[src/hw/monitor_pkg.sv]
// constants and carrier types for the monitor configuration block
package monitor_pkg;
   // ****************************************************************
   // register addresses
   // ****************************************************************
   localparam logic [7:0] ADDR_CONFIG = 8'h40;
   localparam logic [7:0] ADDR_STAT1  = 8'h41;
   localparam logic [7:0] ADDR_STAT2  = 8'h42;
   localparam logic [7:0] ADDR_MASK1  = 8'h43;
   localparam logic [7:0] ADDR_MASK2  = 8'h44;
   localparam logic [7:0] ADDR_COMPAT = 8'h45;
   // ****************************************************************
   // reset values
   // ****************************************************************
   localparam logic [7:0] CONFIG_RST = 8'h08;
   localparam logic [7:0] STAT_RST   = 8'h00;
   localparam logic [7:0] MASK_RST   = 8'h00;
   localparam logic [7:0] COMPAT_RST = 8'h00;
   // ****************************************************************
   // configuration fields
   // ****************************************************************
   localparam int CFG_RUN    = 0;
   localparam int CFG_INT_EN = 1;
   localparam int CFG_CLEAR  = 3;
   localparam int CFG_RSTREQ = 4;
   localparam int CFG_INTRQ  = 6;
   localparam int CFG_INIT   = 7;
   // bits of configuration that hold state
   localparam logic [7:0] CFG_STORED = 8'h0B;
   // ****************************************************************
   // status and mask fields
   // ****************************************************************
   localparam int ST1_TEMP  = 4;
   localparam int ST1_FAN1  = 6;
   localparam int ST1_FAN2  = 7;
   localparam int ST2_INTR  = 4;
   localparam int MSK2_RSTEN = 7;
   localparam logic [7:0] ST1_VALID = 8'hDF;
   localparam logic [7:0] ST2_VALID = 8'h13;
   // ****************************************************************
   // pulse timing
   // ****************************************************************
   localparam int PULSE_MS     = 20;
   localparam int CLK_KHZ      = 125000;
   localparam int PULSE_CYCLES = PULSE_MS * CLK_KHZ;
   localparam int CNT_W        = 22;
   // ****************************************************************
   // carriers
   // ****************************************************************
   typedef struct packed {
      logic       wr;
      logic       rd;
      logic [7:0] addr;
      logic [7:0] wdata;
   } reg_req_t;
   // one-cycle compare results, volt order 2.5, core1, 3.3, 5, 12, core2
   typedef struct packed {
      logic [5:0] volt_fail;
      logic       temp_fail;
      logic [1:0] fan_fail;
   } mon_event_t;
endpackage : monitor_pkg

[src/hw/monitor_config_interrupt_control.sv]
// configuration, status, mask and interrupt logic of the hardware monitor
`timescale 1ns/1ps
module monitor_config_interrupt_control #(
   parameter int PULSE_LEN = monitor_pkg::PULSE_CYCLES
) (
   // clock and reset
   input  wire logic                   clk,
   input  wire logic                   nrst,
   // register access
   input  wire monitor_pkg::reg_req_t  req,
   output      logic [7:0]             rdata_r,
   output      logic                   rvalid_r,
   // monitoring engine
   input  wire monitor_pkg::mon_event_t events,
   output      logic                   monitor_en_r,
   output      logic                   soft_init_r,
   // pins
   output      logic                   int_n_r,
   output      logic                   reset_n_r,
   input  wire logic                   intrusion_in,
   output      logic                   intrusion_out_r,
   output      logic                   intrusion_oe_r
);
   import monitor_pkg::*;

   // ****************************************************************
   // helpers
   // ****************************************************************
   function automatic logic [CNT_W-1:0] pulse_count(
      input logic            start,
      input logic [CNT_W-1:0] cnt
   );
      if (start) begin
         return CNT_W'(PULSE_LEN - 1);
      end else if (cnt != '0) begin
         return cnt - CNT_W'(1);
      end
      return '0;
   endfunction : pulse_count

   function automatic logic reg_write(
      input reg_req_t   r,
      input logic [7:0] a
   );
      return r.wr && (r.addr == a);
   endfunction : reg_write

   // ****************************************************************
   // state
   // ****************************************************************
   logic [7:0]       cfg_r,    cfg_nxt;
   logic [7:0]       stat1_r,  stat1_nxt;
   logic [7:0]       stat2_r,  stat2_nxt;
   logic [7:0]       mask1_r,  mask1_nxt;
   logic [7:0]       mask2_r,  mask2_nxt;
   logic [7:0]       compat_r, compat_nxt;
   logic [7:0]       rdata_nxt;
   logic             rvalid_nxt;
   logic             monitor_en_nxt;
   logic             soft_init_nxt;
   logic             int_n_nxt;
   logic [CNT_W-1:0] rst_cnt_r, rst_cnt_nxt;
   logic [CNT_W-1:0] intr_cnt_r, intr_cnt_nxt;
   logic             reset_n_nxt;
   logic             intrusion_oe_nxt;
   logic             intr_prev_r, intr_prev_nxt;
   logic             cfg_wr;
   logic             init_req;
   logic             rst_start;
   logic             intr_start;
   logic             active;
   logic [7:0]       set1;
   logic [7:0]       set2;
   logic [7:0]       clr1;
   logic [7:0]       clr2;

   // ****************************************************************
   // next state
   // ****************************************************************
   always_comb begin
      cfg_wr   = reg_write(req, ADDR_CONFIG);
      init_req = cfg_wr && req.wdata[CFG_INIT];
      active   = cfg_r[CFG_RUN] && !cfg_r[CFG_CLEAR];
      rst_start  = cfg_wr && req.wdata[CFG_RSTREQ] && mask2_r[MSK2_RSTEN];
      intr_start = cfg_wr && req.wdata[CFG_INTRQ];

      set1 = '0;
      set2 = '0;
      set1[3:0] = events.volt_fail[3:0];
      set2[1:0] = events.volt_fail[5:4];
      set1[ST1_TEMP] = events.temp_fail;
      set1[ST1_FAN1] = events.fan_fail[0];
      set1[ST1_FAN2] = events.fan_fail[1];
      set2[ST2_INTR] = intrusion_in && !intr_prev_r;
      if (!active) begin
         set1 = '0;
         set2 = '0;
      end
      set1 = set1 & ST1_VALID;
      set2 = set2 & ST2_VALID;

      clr1 = (req.rd && req.addr == ADDR_STAT1) ? stat1_r : '0;
      clr2 = (req.rd && req.addr == ADDR_STAT2) ? stat2_r : '0;
      // new event wins over the read clear
      stat1_nxt = (stat1_r & ~clr1) | set1;
      stat2_nxt = (stat2_r & ~clr2) | set2;

      cfg_nxt    = cfg_r;
      mask1_nxt  = mask1_r;
      mask2_nxt  = mask2_r;
      compat_nxt = compat_r;
      if (cfg_wr) begin
         cfg_nxt = req.wdata & CFG_STORED;
      end
      if (reg_write(req, ADDR_MASK1)) begin
         mask1_nxt = req.wdata;
      end
      if (reg_write(req, ADDR_MASK2)) begin
         mask2_nxt = req.wdata;
      end
      if (reg_write(req, ADDR_COMPAT)) begin
         compat_nxt = req.wdata;
      end
      if (init_req) begin
         cfg_nxt   = CONFIG_RST;
         stat1_nxt = STAT_RST;
         stat2_nxt = STAT_RST;
         mask1_nxt = MASK_RST;
         mask2_nxt = MASK_RST;
      end

      rvalid_nxt = req.rd;
      rdata_nxt  = '0;
      if (req.rd) begin
         case (req.addr)
            ADDR_CONFIG: rdata_nxt = cfg_r;
            ADDR_STAT1:  rdata_nxt = stat1_r;
            ADDR_STAT2:  rdata_nxt = stat2_r;
            ADDR_MASK1:  rdata_nxt = mask1_r;
            ADDR_MASK2:  rdata_nxt = mask2_r;
            ADDR_COMPAT: rdata_nxt = compat_r;
            default:     rdata_nxt = '0;
         endcase
      end

      monitor_en_nxt = cfg_nxt[CFG_RUN] && !cfg_nxt[CFG_CLEAR];
      soft_init_nxt  = init_req;
      // clear bit, masks, int enable off or a status read release it, not run off
      int_n_nxt = !(cfg_r[CFG_INT_EN] && !cfg_r[CFG_CLEAR] &&
                    (|(stat1_r & ~mask1_r & ST1_VALID) ||
                     |(stat2_r & ~mask2_r & ST2_VALID)));

      rst_cnt_nxt = pulse_count(rst_start, rst_cnt_r);
      reset_n_nxt = !(rst_start || (!reset_n_r && rst_cnt_r != '0));
      intr_cnt_nxt     = pulse_count(intr_start, intr_cnt_r);
      intrusion_oe_nxt = intr_start || (intrusion_oe_r && intr_cnt_r != '0);
      // own drive low must not read as an intrusion on release
      intr_prev_nxt = intrusion_in || intrusion_oe_r;
   end

   // ****************************************************************
   // registers
   // ****************************************************************
   always_ff @(posedge clk) begin
      if (!nrst) begin
         cfg_r           <= CONFIG_RST;
         stat1_r         <= STAT_RST;
         stat2_r         <= STAT_RST;
         mask1_r         <= MASK_RST;
         mask2_r         <= MASK_RST;
         compat_r        <= COMPAT_RST;
         rdata_r         <= '0;
         rvalid_r        <= 1'b0;
         monitor_en_r    <= 1'b0;
         soft_init_r     <= 1'b0;
         int_n_r         <= 1'b1;
         rst_cnt_r       <= '0;
         intr_cnt_r      <= '0;
         reset_n_r       <= 1'b1;
         intrusion_oe_r  <= 1'b0;
         intrusion_out_r <= 1'b0;
         intr_prev_r     <= 1'b1;
      end else begin
         cfg_r           <= cfg_nxt;
         stat1_r         <= stat1_nxt;
         stat2_r         <= stat2_nxt;
         mask1_r         <= mask1_nxt;
         mask2_r         <= mask2_nxt;
         compat_r        <= compat_nxt;
         rdata_r         <= rdata_nxt;
         rvalid_r        <= rvalid_nxt;
         monitor_en_r    <= monitor_en_nxt;
         soft_init_r     <= soft_init_nxt;
         int_n_r         <= int_n_nxt;
         rst_cnt_r       <= rst_cnt_nxt;
         intr_cnt_r      <= intr_cnt_nxt;
         reset_n_r       <= reset_n_nxt;
         intrusion_oe_r  <= intrusion_oe_nxt;
         intrusion_out_r <= 1'b0;
         intr_prev_r     <= intr_prev_nxt;
      end
   end

   // cycles each pulse output has been active, for the width checks
   logic [CNT_W-1:0] rst_low_r,  rst_low_nxt;
   logic [CNT_W-1:0] intr_low_r, intr_low_nxt;

   always_comb begin
      rst_low_nxt  = reset_n_r ? '0 : rst_low_r + CNT_W'(1);
      intr_low_nxt = intrusion_oe_r ? intr_low_r + CNT_W'(1) : '0;
   end

   always_ff @(posedge clk) begin
      if (!nrst) begin
         rst_low_r  <= '0;
         intr_low_r <= '0;
      end else begin
         rst_low_r  <= rst_low_nxt;
         intr_low_r <= intr_low_nxt;
      end
   end
endmodule : monitor_config_interrupt_control

[config.mk]
export PLATFORM = sky130hd
export DESIGN_NAME = monitor_config_interrupt_control
export DESIGN_NICKNAME = d
export VERILOG_FILES = /design/src/hw/monitor_pkg.sv /design/src/hw/monitor_config_interrupt_control.sv
export SDC_FILE = /design/constraint.sdc
export NUM_CORES = 1
export LEC_CHECK = 0
export BUFFER_PORTS_ARGS = -buffer_cell sky130_fd_sc_hd__buf_2
export CORE_MARGIN = 3
export CORE_UTILIZATION = 60
export DETAILED_ROUTE_END_ITERATION = 16
export GPL_TIMING_DRIVEN = 0
export MAX_ROUTING_LAYER = met4
export PLACE_DENSITY = 0.81
export SLEW_MARGIN = 20
export SYNTH_ARGS = -nofsm -noshare
export SYNTH_HDL_FRONTEND = slang
export SYNTH_SLANG_ARGS = --single-unit
[constraint.sdc]
create_clock -name clk -period 7.4 [get_ports clk]
set_clock_uncertainty 0.05 [all_clocks]
set_input_delay 1.48 -clock clk [delete_from_list [all_inputs] [get_ports clk]]
set_output_delay 1.48 -clock clk [all_outputs]
set_load 0.005 [all_outputs]
; ---- Word-level counts from Yosys, hierarchy flattened
; Cells that the tools add are included.
[op_classes]
add_sub_neg = 2
eq_ne = 6
n_mux = 15
n_bitwise = 13
reduce_logical = 37
[ops]
columns = op, n
row1 = 22-bit 2-to-1 mux, 4
row2 = "8-bit by 7-bit equality test with 1-bit output, second input constant", 6
row3 = 8-bit case mux with 6 select lines, 1
row4 = 22-bit nonzero test, 2
row5 = "22-bit by 1-bit subtractor with 22-bit output, second input constant", 2
row6 = 8-bit bitwise AND, 3
row7 = 8-bit 2-to-1 mux, 3
row8 = 8-bit NOT, 3
row9 = 1-bit logical AND, 17
row10 = 3-bit OR reduction, 3
row11 = 4-bit 2-to-1 mux, 2
row12 = 8-bit by 5-bit bitwise OR with 8-bit output, 1
row13 = 8-bit bitwise OR, 1
row14 = 7-bit OR reduction, 1
row15 = 1-bit logical NOT, 6
row16 = 2-bit AND reduction, 3
row17 = 5-bit bitwise AND, 1
row18 = 5-bit 2-to-1 mux, 1
row19 = 5-bit NOT, 1
row20 = 1-bit logical OR, 4
row21 = 1-bit 2-to-1 mux, 4
row22 = 1-bit NOT, 3
row23 = 2-bit OR reduction, 1
[totals]
regBits = 102
inputBits = 30
elab_cells = 92

; ---- Depth between registers and ports, before layout
[depth]
depth_word = 7
depth_mapped = 9

; ---- Worst setup path before layout
; Ideal clock, no wire load.
[synth_path]
path_kind = input to register
startpoint = input port req[11] in the netlist's numbering
endpoint = register mask1_r[7]
setup_ns = 0.128
t_arrival_ns = 2.857
slack_ns = 4.366
path_stages = 6
path_buffers = 1
cell_sequence = nor4_1 -> and2_1 -> clkbuf_1 -> nand4_1 -> mux2i_1 -> nor2_1
[synth_between]
elab_chain_cells = 4
[synth_rtl]
columns = item, line
row1 = start: declaration, monitor_config_interrupt_control.sv:10  ; input wire monitor_pkg::reg_req_t req,
row2 = 8-bit by 7-bit equality test with 1-bit output, monitor_config_interrupt_control.sv:45  ; return r.wr && (r.addr == a);
row3 = 1-bit logical AND, monitor_config_interrupt_control.sv:45
row4 = 1-bit logical AND, monitor_config_interrupt_control.sv:82  ; init_req = cfg_wr && req.wdata[CFG_INIT];
row5 = 2-bit OR reduction (no source line), -
row6 = end signal: assignment, monitor_config_interrupt_control.sv:187  ; mask1_r <= mask1_nxt;
row7 = end: declaration, monitor_config_interrupt_control.sv:54  ; logic [7:0] mask1_r, mask1_nxt;
; Parallel ways exist; a longest one is shown, timed or not.
; A chain may end at the register's enable or synchronous reset.

; ---- Worst setup path in the final report
[layout_path]
startpoint = input port req[11] in the netlist's numbering
endpoint = register mask1_r[6]
; The elaborated chain is that of the path after synthesis.

==> reports/results.txt <==
Fmax: 291 MHz
GRT Util Overall: 0.261
HPWL after detailed placement: 7500 um
Simple-gate share of the synthesized area: 0.232
Clock Latency Late Sink: 380 ps
HP Start: intrusion_oe_r$_SDFF_PN0_
Max Cap Viol: 0
Synth Flop Type: dfxtp_1
ANT nets after route: 0
Clock transition at the registers of the reported paths: 110 ps
CTS tree: done
Initial Utilization: 0.639
Largest net degree at the start of global routing: 19
RD Place Congestion: 0.931
Grt ovf: 0
Residual DRC: 0
Total clock buffers created by CTS: 9
Flop2flop setup slack: 4760 ps
Worst setup EP type: flip-flop
Setup crit start: req[11]
Synth area leader: dfxtp_1
Synth top area share: 0.458
Synth top cells by count: dfxtp_1, nor2_1, mux2i_1, nand2_1, a21oi_1
NumNets Final: 588
Crit path max fanout: 10
Post-synth EDFFs: 0
Resize count post-CTS: 0
Outcome: completed
I/O pin total: 45
Worst min-delay path class: flip-flop to flip-flop
Unrepaired setup endpoints after global routing: no
Mux contribution to synthesized area: 0.0799
Relative slew slack: 0.532
DRT Pass-1 Iters: 5
Xor/xnor share of the synthesized area: 0.0530
Post-DR vias/cell: 5.91
Vias in the first global route: 3629
Mean post-synth cell area: 8.87 um2
Die X: 92.2 um
Clk buf depth: 2
Post-synth ARST share: 0
Via count: 3886
CTS Sinks: 102
Leak pwr: 2.11 nW
First DRT Iteration DRCs: 272
Wire length per cell: 15.9 um
P per Cell Area: 353 nW/um2
Clk root buf: clkbuf_8
Die area: 8500 um2
WL final: 10400 um
Library cells used by synthesis: 53
H-tree lvl count: 3
Ys Warns: 0
Area contributors post-synth: dfxtp_1, nor2_1, mux2i_1, xnor2_1, a21oi_1
Ant. Diodes: 0
Row cnt: 30
Worst setup SP type: input pin
Count leader, synth: dfxtp_1
Mapped Nets: 535
Hold slack final: 423 ps
Main combinational cell family by area after synthesis: simple AND/OR/NAND/NOR gates
Slew Viols, Final: 0
First-pass GRT wire length: 17200 um
I/O Buffers: 42
Fraction of layout cells with a size suffix above 1: 0.139
Initial antenna violation count: 0
Core area: 6980 um2
Syn-to-layout area delta: 12.0%
Setup_tns: 0 ps
Cell Area, Synth: 4460 um2
Final Hold Vio Count: 0
Synthesized instance count: 503
CTS Hold Buffers Added: 0
Post-synthesis compound-gate area fraction: 0.130
Synth Register Bits: 102
Period minus WS final: 3430 ps
Final period util: 0.464
# setup viols final: 0
Post-Synth Adder-Cell Area: 0.00561
Data arrival time of the worst path: 3640 ps
RR Startpoint: rst_cnt_r[0]$_SDFF_PN0_
Peak supply drop: 0.278 mV
# fillers: 567
Required @ worst endpoint: 7600 ps
Seq/Total Area, Yosys: 0.458
Buffer count from post-CTS setup fixing: 0
Worst-Margin Slew: 700 ps
Kind of critical path: input pin to flip-flop
Die Ht: 92.2 um
-- state kept, by name, indices dropped and copies added (netlist names), 3 cells and up --
register	flops
stat1_r	8
rdata_r	8
mask1_r	8
mask2_r	8
compat_r	8
cfg_r	3
intr_cnt_r	22
rst_cnt_r	22
stat2_r	8
-- placed cells by master, fill, tap and decap left out, types with 3 or more instances in the layout --
master / n
nand2b_1: 4
a221oi_1: 5
nand4b_1: 4
mux2_2: 5
nand4_1: 5
nand3_1: 6
clkbuf_1: 19
a31oi_1: 3
nor3_1: 8
o31ai_1: 5
clkbuf_8: 9
xnor2_1: 17
a21oi_2: 4
o21ai_0: 11
nor2b_1: 6
o22ai_1: 3
o21ai_1: 4
nand3b_1: 6
nor4_1: 14
inv_1: 19
buf_2: 43
or4_1: 11
nand2_1: 30
a22oi_1: 11
xor2_1: 10
dfxtp_1: 102
and2_1: 8
mux2i_1: 30
a211oi_1: 4
a21oi_1: 27
or3_1: 7
nor2_1: 85
-- area by class of cell --
type | count | area (um2) | area share
multi-input cells | 358 | 2240 | 0.448
flip-flops and latches | 102 | 2040 | 0.409
repair buffers | 42 | 210 | 0.0421
clock buffers | 9 | 124 | 0.0248
well taps | 96 | 120 | 0.0240
plain buffers | 24 | 110 | 0.0220
clock inverters | 7 | 81.3 | 0.0163
inverters | 19 | 71.3 | 0.0143
-- routing by layer --
layer	up-vias	share of wire	wire (um)	global-route usage
li1	1878	-	-	-
met1	1844	0.46	4790	0.345
met2	150	0.46	4750	0.405
met3	14	0.072	747	0.0599
met4	0	0.015	153	0.0755
met5	-	0	0	-
-- cell families after synthesis --
logic type / Yosys count
simple gates: 204
xor+xnor: 27
mux: 35
other cells: 1
compound gates: 89
buf+inv: 43
fa+ha+maj: 2
flops: 102
-- critical path, cell delays in order --
cell	delay, ps
buf_2	90
nor4_1	520
nand4_1	380
o21ai_1	500
clkbuf_1	540
nor2_1	120
-- power by group --
part / switching (W) / internal [W]
Sequential: 0.0000966 / 0.000646
Clock: 0.000206 / 0.000162
Combinational: 0.000356 / 0.000296
Total: 0.000659 / 0.00110
-- path summary, 6_finish.rpt --
kind                                             endpoint  depth (start not counted)
worst max-delay path              mask1_r[6]$_SDFFE_PP0P_                          6
worst min-delay path            intrusion_oe_r$_SDFF_PN0_                          2
worst max register to register    rst_cnt_r[2]$_SDFF_PN0_                          9
worst min register to register  intrusion_oe_r$_SDFF_PN0_                          2
-- through the flow --
stage	instance area, um2	utilization	cells	setup slack [ps]	power [W]
2_1_floorplan	4460	-	503	4370	0.00126
3_3_place_gp	4790	0.686	641	3810	0.00137
3_5_place_dp	4790	0.686	641	3660	0.00139
4_1_cts	5000	0.716	657	4080	0.00176
5_1_grt	5000	0.716	657	3760	0.00189
6_report	5000	0.716	657	3970	0.00176
Note: power is estimated with default switching activity, not from simulation.
